==> config.mk <==
export PLATFORM = sky130hd
export DESIGN_NAME = mms_monitor_entry
export DESIGN_NICKNAME = d
export VERILOG_FILES = /design/src/mms_pkg.sv /design/src/mms_monitor_entry.sv
export SDC_FILE = /design/constraint.sdc
export NUM_CORES = 1
export LEC_CHECK = 0
export ABC_AREA = 1
export BUFFER_PORTS_ARGS = -buffer_cell sky130_fd_sc_hd__buf_2
export CAP_MARGIN = 5
export CORE_MARGIN = 1.5
export CORE_UTILIZATION = 55
export CTS_BUF_LIST = sky130_fd_sc_hd__clkbuf_8
export DETAILED_ROUTE_END_ITERATION = 6
export GPL_TIMING_DRIVEN = 0
export HOLD_SLACK_MARGIN = 0.1
export PLACE_DENSITY = 0.79
export SLEW_MARGIN = 20
export SYNTH_ARGS = -nofsm -noshare
export SYNTH_HDL_FRONTEND = slang
export SYNTH_SLANG_ARGS = --single-unit
export TNS_END_PERCENT = 30
==> constraint.sdc <==
create_clock -name core_clk -period 2.65 [get_ports core_clk]
set_input_delay 0.1325 -clock core_clk [delete_from_list [all_inputs] [get_ports core_clk]]
set_output_delay 0.1325 -clock core_clk [all_outputs]
set_load 0.05 [all_outputs]
==> src/mms_pkg.sv <==
// constants and types for the monitor mode entry and serial link block
package mms_pkg;
  // ----------------------------------------------------------------
  // clock and bit timing
  // ----------------------------------------------------------------
  localparam int unsigned CLK_HZ = 100_000_000;
  localparam int unsigned BAUD_HZ = 9600;
  localparam int unsigned BIT_CYC_PLL = CLK_HZ / BAUD_HZ;
  localparam logic [15:0] REF_DIV_CYC = 16'h0400;
  // ----------------------------------------------------------------
  // link framing
  // ----------------------------------------------------------------
  localparam logic [3:0] SEC_LAST = 4'h7;
  localparam logic [3:0] FRAME_LAST = 4'h9;
  localparam logic [9:0] BREAK_FRAME = 10'h000;
  localparam logic [9:0] IDLE_FRAME = 10'h3ff;
  // sync bits: 0 irq high voltage, 1 reset high voltage, 2 irq level, 3 rx
  localparam logic [3:0] SYNC_RST = 4'h8;
  // ----------------------------------------------------------------
  // vectors
  // ----------------------------------------------------------------
  localparam logic [15:0] RST_VEC_HI = 16'hfffe;
  localparam logic [15:0] RST_VEC_LO = 16'hffff;
  localparam logic [7:0] USER_VEC_PAGE = 8'hff;
  localparam logic [7:0] MON_VEC_PAGE = 8'hfe;
  localparam logic [7:0] VEC_LOW_MIN = 8'hfc;
  localparam logic [7:0] ERASED = 8'hff;
  // ----------------------------------------------------------------
  // types
  // ----------------------------------------------------------------
  typedef enum logic [1:0] {
    ST_USER = 2'b00,
    ST_SEC = 2'b01,
    ST_BRK = 2'b10,
    ST_CMD = 2'b11
  } mms_state_t;
  typedef struct packed {
    logic monitor;
    logic forced;
    logic pll_on;
    logic watchdog_en;
  } mms_mode_t;
endpackage

==> src/mms_monitor_entry.sv <==
// monitor mode selection, vector remap, watchdog gate and host serial link
`timescale 1ns/10ps
`default_nettype none
// Contract
// - rx pin in, tx pin out always
// - wait for eight security bytes first
// - then send ten-bit low break
// - monitor vectors moved to fe page
// - watchdog off while high voltage present; user mode keeps it on
// - watchdog enabled once high voltage removed
// - low irq, programmed vector: user mode
// - erased reset vector fetch: internal reset
// - erased vector: forced monitor, watchdog off
// - non power-on reset keeps forced monitor
// - multiplied clock gives 9600 baud
// - irq low, erased: reference over 1024
// - nrz framing, equal tx/rx rates
// - echo each byte, result after echo; security bytes get no echo
// - eight byte match unlocks protected memory
module mms_monitor_entry
  import mms_pkg::*;
#(
  parameter int unsigned BIT_CYC = BIT_CYC_PLL
) (
  // clock and resets
  input wire logic core_clk,
  input wire logic resetn,
  input wire logic por_n,
  // mode pins
  input wire logic irq_hi_test,
  input wire logic rst_hi_test,
  input wire logic irq_level,
  // serial pins
  input wire logic serial_receive_pin,
  output logic serial_transmit_pin,
  // reset vector fetch observation
  input wire logic fetch_valid,
  input wire logic [15:0] fetch_addr,
  input wire logic [7:0] fetch_data,
  // vector address steering
  input wire logic [15:0] vec_addr_in,
  output logic [15:0] vec_addr_out,
  // security
  input wire logic [63:0] sec_ref,
  output logic sec_ok,
  // byte stream to and from monitor firmware
  output logic [7:0] rx_data,
  output logic rx_valid,
  input wire logic [7:0] tx_data,
  input wire logic tx_valid,
  output logic tx_ready,
  // mode status
  output mms_mode_t mode,
  output logic internal_rst_req
);
  function automatic logic is_vec(input logic [15:0] a);
    is_vec = (a[15:8] == USER_VEC_PAGE) && (a[7:0] >= VEC_LOW_MIN);
  endfunction

  logic [3:0] sync1_q, sync2_q;
  logic started_q, forced_q, div_q, sec_ok_q, hi_erased_q, irq_q;
  logic [7:0] rst_data_q;
  mms_mode_t mode_q;
  mms_state_t state_q;
  logic [15:0] bit_cyc, rx_cnt_q, tx_cnt_q;
  logic [3:0] rx_bit_q, tx_bit_q, sec_idx_q;
  logic [7:0] rx_sh_q, rx_byte_q, echo_q;
  logic [9:0] tx_sh_q;
  logic rx_busy_q, rx_done_q, tx_busy_q, echo_pend_q, sec_bad_q;
  logic rxd, hv, lo_erased, load_brk, load_echo, load_fw, sec_hit;

  // ----------------------------------------------------------------
  // pin synchronisers
  // ----------------------------------------------------------------
  // no reset here: the chain keeps sampling while reset is held, so the
  // straps have already settled when the first edge after release reads them
  always_ff @(posedge core_clk) begin
    sync1_q <= {serial_receive_pin, irq_level, rst_hi_test, irq_hi_test};
    sync2_q <= sync1_q;
  end
  assign rxd = sync2_q[3];
  assign hv = sync2_q[0] | sync2_q[1];

  // ----------------------------------------------------------------
  // mode selection at reset release
  // ----------------------------------------------------------------
  // first edge after release samples the synchronised straps; the host
  // must hold them from before the release
  always_ff @(posedge core_clk or negedge resetn) begin
    if (!resetn) begin
      started_q <= 1'b0;
      mode_q <= '0;
    end else begin
      started_q <= 1'b1;
      if (!started_q) begin
        if (forced_q) begin
          mode_q <= '{1'b1, 1'b1, ~div_q, 1'b0};
        end else if (sync2_q[0] && rxd) begin
          mode_q <= '{1'b1, 1'b0, 1'b1, 1'b0};
        end else begin
          mode_q <= '{1'b0, 1'b0, 1'b1, 1'b1};
        end
      end else if (mode_q.monitor && !mode_q.forced) begin
        mode_q.watchdog_en <= ~hv;
      end
    end
  end
  assign mode = mode_q;

  // ----------------------------------------------------------------
  // erased reset vector watch
  // ----------------------------------------------------------------
  assign lo_erased = fetch_valid && (fetch_addr == RST_VEC_LO) &&
                     (fetch_data == ERASED) && hi_erased_q;
  always_ff @(posedge core_clk or negedge resetn) begin
    if (!resetn) begin
      hi_erased_q <= 1'b0;
      internal_rst_req <= 1'b0;
      irq_q <= 1'b0;
    end else begin
      irq_q <= sync2_q[2];
      internal_rst_req <= started_q && !mode_q.monitor && lo_erased;
      if (fetch_valid && fetch_addr == RST_VEC_HI) begin
        hi_erased_q <= (fetch_data == ERASED);
      end
    end
  end

  // forced state and security survive every reset but power-on
  always_ff @(posedge core_clk or negedge por_n) begin
    if (!por_n) begin
      forced_q <= 1'b0;
      div_q <= 1'b0;
      sec_ok_q <= 1'b0;
    end else begin
      if (started_q && !mode_q.monitor && lo_erased) begin
        forced_q <= 1'b1;
        div_q <= ~irq_q;
      end
      if (sec_hit) begin
        sec_ok_q <= 1'b1;
      end
    end
  end
  assign sec_ok = sec_ok_q;

  // vector steering stays out of the clocked path so fetches see no lag
  assign vec_addr_out = (mode_q.monitor && is_vec(vec_addr_in)) ?
                        {MON_VEC_PAGE, vec_addr_in[7:0]} : vec_addr_in;

  // ----------------------------------------------------------------
  // receiver
  // ----------------------------------------------------------------
  assign bit_cyc = mode_q.pll_on ? BIT_CYC[15:0] : REF_DIV_CYC;
  always_ff @(posedge core_clk or negedge resetn) begin
    if (!resetn) begin
      rx_busy_q <= 1'b0;
      rx_cnt_q <= '0;
      rx_bit_q <= '0;
      rx_sh_q <= '0;
      rx_byte_q <= '0;
      rx_done_q <= 1'b0;
    end else begin
      rx_done_q <= 1'b0;
      if (!rx_busy_q) begin
        if (!rxd && started_q && mode_q.monitor) begin
          rx_busy_q <= 1'b1;
          rx_cnt_q <= {1'b0, bit_cyc[15:1]};
          rx_bit_q <= '0;
        end
      end else if (rx_cnt_q != '0) begin
        rx_cnt_q <= rx_cnt_q - 16'h0001;
      end else begin
        rx_cnt_q <= bit_cyc - 16'h0001;
        rx_bit_q <= rx_bit_q + 4'h1;
        if (rx_bit_q == '0 && rxd) begin
          rx_busy_q <= 1'b0;
        end else if (rx_bit_q == FRAME_LAST) begin
          rx_busy_q <= 1'b0;
          rx_done_q <= rxd;
          rx_byte_q <= rx_sh_q;
        end else if (rx_bit_q != '0) begin
          rx_sh_q <= {rxd, rx_sh_q[7:1]};
        end
      end
    end
  end
  assign rx_data = rx_byte_q;
  assign rx_valid = rx_done_q && (state_q == ST_CMD);

  // ----------------------------------------------------------------
  // sequencer and security check
  // ----------------------------------------------------------------
  assign sec_hit = (state_q == ST_SEC) && rx_done_q && sec_idx_q == SEC_LAST &&
                   !sec_bad_q && rx_byte_q == sec_ref[{sec_idx_q[2:0], 3'b000} +: 8];
  always_ff @(posedge core_clk or negedge resetn) begin
    if (!resetn) begin
      state_q <= ST_USER;
      sec_idx_q <= '0;
      sec_bad_q <= 1'b0;
    end else begin
      unique case (state_q)
        ST_USER: begin
          if (started_q && mode_q.monitor) begin
            state_q <= ST_SEC;
          end
        end
        ST_SEC: begin
          if (rx_done_q) begin
            sec_idx_q <= sec_idx_q + 4'h1;
            if (rx_byte_q != sec_ref[{sec_idx_q[2:0], 3'b000} +: 8]) begin
              sec_bad_q <= 1'b1;
            end
            if (sec_idx_q == SEC_LAST) begin
              state_q <= ST_BRK;
            end
          end
        end
        ST_BRK: begin
          if (!tx_busy_q) begin
            state_q <= ST_CMD;
          end
        end
        ST_CMD: begin
          state_q <= ST_CMD;
        end
      endcase
    end
  end

  // ----------------------------------------------------------------
  // transmitter: break, then echoes ahead of firmware results
  // ----------------------------------------------------------------
  assign load_brk = (state_q == ST_BRK) && !tx_busy_q;
  assign load_echo = (state_q == ST_CMD) && !tx_busy_q && echo_pend_q;
  assign tx_ready = (state_q == ST_CMD) && !tx_busy_q && !echo_pend_q &&
                    !rx_done_q;
  assign load_fw = tx_valid && tx_ready;

  always_ff @(posedge core_clk or negedge resetn) begin
    if (!resetn) begin
      echo_pend_q <= 1'b0;
      echo_q <= '0;
    end else begin
      if ((state_q == ST_CMD) && rx_done_q) begin
        echo_pend_q <= 1'b1;
        echo_q <= rx_byte_q;
      end else if (load_echo) begin
        echo_pend_q <= 1'b0;
      end
    end
  end

  always_ff @(posedge core_clk or negedge resetn) begin
    if (!resetn) begin
      tx_busy_q <= 1'b0;
      tx_cnt_q <= '0;
      tx_bit_q <= '0;
      tx_sh_q <= IDLE_FRAME;
    end else if (load_brk || load_echo || load_fw) begin
      tx_busy_q <= 1'b1;
      tx_cnt_q <= bit_cyc - 16'h0001;
      tx_bit_q <= FRAME_LAST;
      if (load_brk) begin
        tx_sh_q <= BREAK_FRAME;
      end else begin
        tx_sh_q <= {1'b1, load_echo ? echo_q : tx_data, 1'b0};
      end
    end else if (tx_busy_q) begin
      if (tx_cnt_q != '0) begin
        tx_cnt_q <= tx_cnt_q - 16'h0001;
      end else if (tx_bit_q == '0) begin
        tx_busy_q <= 1'b0;
        tx_sh_q <= IDLE_FRAME;
      end else begin
        tx_cnt_q <= bit_cyc - 16'h0001;
        tx_bit_q <= tx_bit_q - 4'h1;
        tx_sh_q <= {1'b1, tx_sh_q[9:1]};
      end
    end
  end
  assign serial_transmit_pin = tx_sh_q[0];
endmodule
`default_nettype wire

After elaboration in Yosys (flattened, before gate mapping)
Index checks and enable logic that the tools add are counted.
{ "totals": {"elab_cells": 161, "latchBits": 0, "register_bits": 104, "mem_bits_rw": 0, "rom_bits": 0, "mem_count": 0} }
{ "op_classes": {"shifts": 1, "bitwise_logic": 7, "n_div": 0, "n_mul": 0, "add_sub_neg": 6, "magnitude_cmp": 1, "n_reduce_logical": 52, "n_mux": 46, "eq_ne": 20} }
{ "ops": {"columns": ["op", "n"], "rows": [
  ["$mux 16", 8],
  ["$shiftx 64x7->8", 1],
  ["$mux 10", 4],
  ["$mux 4", 9],
  ["$eq 16x16->1 const B", 2],
  ["$reduce_bool 16->1", 2],
  ["$sub 16x1->16 const B", 2],
  ["$logic_and 1x1->1", 25],
  ["$mux 1", 17],
  ["$eq 8x8->1 const B", 2],
  ["$sub 14x1->15 const B", 1],
  ["$mux 14", 1],
  ["$ne 2x2->1 const B", 6],
  ["$mux 9", 1],
  ["$add 4x1->4 const B", 2],
  ["$eq 8x8->1", 1],
  ["$ge 8x8->1 const B", 1],
  ["$logic_not 4->1", 2],
  ["$mux 2", 4],
  ["$mux 8", 1],
  ["$ne 8x8->1", 1],
  ["$pmux 2 s4", 1],
  ["$reduce_and 2->1", 4],
  ["$reduce_and 4->1", 2],
  ["16 further kinds", 33]
]} }

Longest topological paths before layout
{ "logic_depth": {"ltp_word": 8, "depth_mapped": 15, "depth_no_buf": 14} }

Worst setup path before layout
Ideal clock, no wire load.
{ "synth_timing": {"path_type": "flip-flop to flip-flop", "start": "register rx_cnt_q[0]", "end": "register rx_byte_q[7], in the netlist rx_data[7]", "t_arrival_ps": 1767, "path_stages_with_launch": 13, "slack_ps": 763, "synth_period_minus_slack_ps": 1887, "cell_sequence": "dfrtp_1 > inv_1 > ha_1 > nand3_2 > nor2_4 > nand4_4 > nor2_4 > nand2_4 > or2_1 > buf_6 > buf_12 > nand2_2 > o21ai_2"} }
{ "synth_between": {"elab_chain_cells": 3} }
{ "synth_lines": {"columns": ["element", "line_no", "rtl"], "rows": [
  ["start: declaration", "mms_monitor_entry.sv:65", "logic [15:0] bit_cyc, rx_cnt_q, tx_cnt_q;"],
  ["start signal: assignment", "mms_monitor_entry.sv:168", "rx_cnt_q <= {1'b0, bit_cyc[15:1]};"],
  ["start signal: assignment", "mms_monitor_entry.sv:172", "rx_cnt_q <= rx_cnt_q - 16'h0001;"],
  ["start signal: assignment", "mms_monitor_entry.sv:174", "rx_cnt_q <= bit_cyc - 16'h0001;"],
  ["$reduce_bool 16->1", "mms_monitor_entry.sv:171", "end else if (rx_cnt_q != '0) begin"],
  ["$not 1->1 (no source line)", null, null],
  ["$reduce_and 4->1 (no source line)", null, null],
  ["end signal: assignment", "mms_monitor_entry.sv:181", "rx_byte_q <= rx_sh_q;"],
  ["end: declaration", "mms_monitor_entry.sv:67", "logic [7:0] rx_sh_q, rx_byte_q, echo_q;"]
]} }
No other way between the ends.
A chain may end at the register's enable or synchronous reset.

Worst setup path in the final report
{ "layout_timing": {"start": "register rx_cnt_q[0]", "end": "register rx_sh_q[7]"} }
{ "layout_between": {"elab_chain_cells": 3} }
{ "layout_lines": {"columns": ["element", "line_no", "rtl"], "rows": [
  ["$reduce_bool 16->1", "mms_monitor_entry.sv:171", null],
  ["$not 1->1 (no source line)", null, null],
  ["$reduce_and 5->1 (no source line)", null, null],
  ["end signal: assignment", "mms_monitor_entry.sv:183", "rx_sh_q <= {rxd, rx_sh_q[7:1]};"],
  ["end: declaration", "mms_monitor_entry.sv:67", null]
]} }
No other way between the ends.

==> impl_metrics.toml <==
[setup_path]
reg2reg_depth = 10
cpMostUsedCell = "nand2_1"
crit_family = "simple AND/OR/NAND/NOR gates"
crit_start = "rx_cnt_q[0]"
worst_ep_required_time_ps = 2930
start_kind = "register"
crit_slowest_cell = "dfrtp_1"
critPathArrivalTime_ps = 2530
timing.rr.end = "rx_sh_q[7]"
path_max_fanout = 10
critPathKind = "register to register"
critPathBufInv = 2
slowest_delay_ps = 370
path_cells = "inv_1 -> ha_1 -> nand2_1 -> nor2_1 -> nand4_1 -> nor3_1 -> nand2_1 -> buf_2 -> nand2_1 -> o21ai_1"
critPathCaptureType = "register"
reg2reg_from = "rx_cnt_q[0]"
r2r_slack_ps = 400

[global_route]
grt_pass1_wl_mm = 24.6
grt-ovfl-total = 0
antenna_found_initial = 0
grt_pass1_vias = 5546
grt_max_degree = 69
grtUsageTotal_pct = 26.0

[sta]
fmax_mhz = 445
fin_crit_ps = 2250
setup_violations = 0
slew_violations = 0
setup_ws_ps = 403
period_share_pct = 84.8
relSlewSlack_pct = 53.3
hold_viol = 0
rsz0062_at_grt = "no"
worst_pin_slew_ps = 696
fin_worst_skew_ps = 10.3
setup-tns-final_ps = 0

[logic_synthesis]
synth-xor-area-share_pct = 2.44
synth_nets = 978
synth_top_area_cell = "dfrtp_1"
synth_compound_area_share_pct = 11.8
netlist_area_sq_mm = 0.00609
synth_edf_count = 0
synth_seq_area_share_pct = 42.3
ys_warn_count = 0
async_flop_share_pct = 92.3
yosys.area_share.simple_pct = 30.2
synthFlopType = "dfrtp_1"
synth_area_leaders = "dfrtp_1, nand2_1, inv_1"
synth-seq-cells = 104
syn_inst = 849
yosys.area.top_type_share_pct = 35.3
synth_mux_area_share_pct = 0
synth_top_family_by_area = "simple AND/OR/NAND/NOR gates"
yosysMostFrequentCell = "nand2_1"
yosysUniqueCellTypes = 45
synth_fa_ha_area_share_pct = 1.64
avgSynthCellArea_sq_um = 7.17
synth_commonest_cells = "nand2_1, inv_1, dfrtp_1"

[floorplanning]
die_w_microns = 108
io_pins = 154
start_util_pct = 56.2
core_sq_mm = 0.0108
rows = 38
die_h_microns = 108
die_area_sq_mm = 0.0117

[clock_network]
post_cts_buffers = 0
h-tree-depth = 3
cts_hold_buf = 10
cts_tree = "built"
cts_root_buf = "clkbuf_8"
clk_pin_slew_ps = 110
cts_buffers = 9
cts-resized-gates = 0
clock_latency_ps = 380
clock-sinks = 104
clk_path_buf_depth = 2

[run]
max-cap-violations = 0

[route]
via_per_inst = 5.05
drc = 0
vias = 5896
first_iter_violations = 446
postRouteAntennaNets = 0
post_drt_wl_per_cell_microns = 12.2
dr.pass1.iters = 6
drt-total-wl_mm = 14.2

[placement]
place_congestion = 0.887
dp_slack_ps = 426
io_buffers = 151
dp_hpwl_mm = 10.5

[min_path]
hp-start = "fetch_addr[0]"
hp-class = "input port to register"
min_delay_worst_endpoint = "hi_erased_q"
min_path_cells = 4

[final_layout]
synthToLayoutAreaGrowth_pct = 20.9
nNetsFinal = 1151
antennaDiodeCount = 0
layout-drive-gt1-share_pct = 23.0
fillers = 951
multi_input_area_sq_mm = 0.00281
ff_latch_area_sq_mm = 0.00257

[power_and_ir_drop]
peakVddDrop_uv = 549
p_leak_nw = 3.86
p_per_area_mw_per_mm2 = 487

[status]
outcome = "finished clean"
## area by class of cell
type                    count  share of cell area (%)
clock inverters             7                    1.10
flip-flops and latches    104                    35.0
well taps                 140                    2.38
repair buffers            162                    12.1
clock buffers               9                    1.68
inverters                 134                    6.83
plain buffers              36                    2.77
multi-input cells         575                    38.2
## tightest hold or removal path: cells and delay by family
kind / cells / cell delay, ps
buffers and inverters: 1 / 80
AO/OA/AOI/OAI: 1 / 110
AND/OR/NAND/NOR: 2 / 150
## kinds of logic after synthesis
kind of cell             Yosys count
flip-flops                       104
XOR/XNOR                          17
buffers and inverters            170
other                              1
AO/OA/AOI/OAI                    128
adder cells (fa/ha/maj)            8
AND/OR/NAND/NOR                  421
## state kept, by name, summed over array words and instances, names as in the netlist, 2 cells and up
signal,flops
rx_cnt_q,16
tx_cnt_q,16
tx_sh_q,10
echo_q,8
rx_data,8
rx_sh_q,8
mode,4
rx_bit_q,4
sec_idx_q,4
sync1_q,4
sync2_q,4
tx_bit_q,4
state_q,2
## routing by layer
metal	track usage, %	up-vias	share of wire [%]
met1	35.0	2670	46
met2	43.0	167	48
met4	7.24	0	1.5
met5	0	-	0
li1	-	3035	-
met3	4.94	24	5.0
## cell usage in the layout, fill, tap and decap left out, types with 16 or more instances in the layout
| cell | netlist | routed |
|---|---|---|
| o21ai_1 | 33 | 33 |
| inv_1 | 121 | 121 |
| buf_2 | 9 | 159 |
| nand2_1 | 241 | 241 |
| clkbuf_1 | 16 | 16 |
| o21ai_0 | 56 | 56 |
| dfrtp_1 | 86 | 86 |
| nand4_1 | 18 | 18 |
| nand3_1 | 66 | 66 |
| nor2_1 | 60 | 60 |
## power by group
group | switching, W | leakage [nW] | internal [W]
Clock | 0.000618 | 0.106 | 0.000381
Combinational | 0.000439 | 2.51 | 0.000305
Sequential | 0.000128 | 1.25 | 0.00171
## per-stage QoR
stage | cell area (sq um) | power, W | util, % | cells | hold slack (ps)
final | 7360 | 0.00359 | 67.9 | 1167 | 131
after global routing | 7360 | 0.00382 | 67.9 | 1167 | 166
after CTS | 7360 | 0.00361 | 67.9 | 1167 | 127
after detailed placement | 7060 | 0.00261 | 65.1 | 1141 | -67.3
after global placement | 7020 | 0.00258 | 64.8 | 1140 | -67.9
after floorplan | 6090 | 0.00236 | - | 849 | -163
## how the worst max path moves through the flow
stage / to / depth (start not counted)
floorplan: rx_data[7] / 12
global placement: rx_sh_q[6] / 10
detailed placement: rx_sh_q[7] / 10
CTS: rx_sh_q[7] / 10
global route: rx_sh_q[4] / 9
finish: rx_sh_q[7] / 10
No activity file was read; power rests on OpenSTA's default activity.
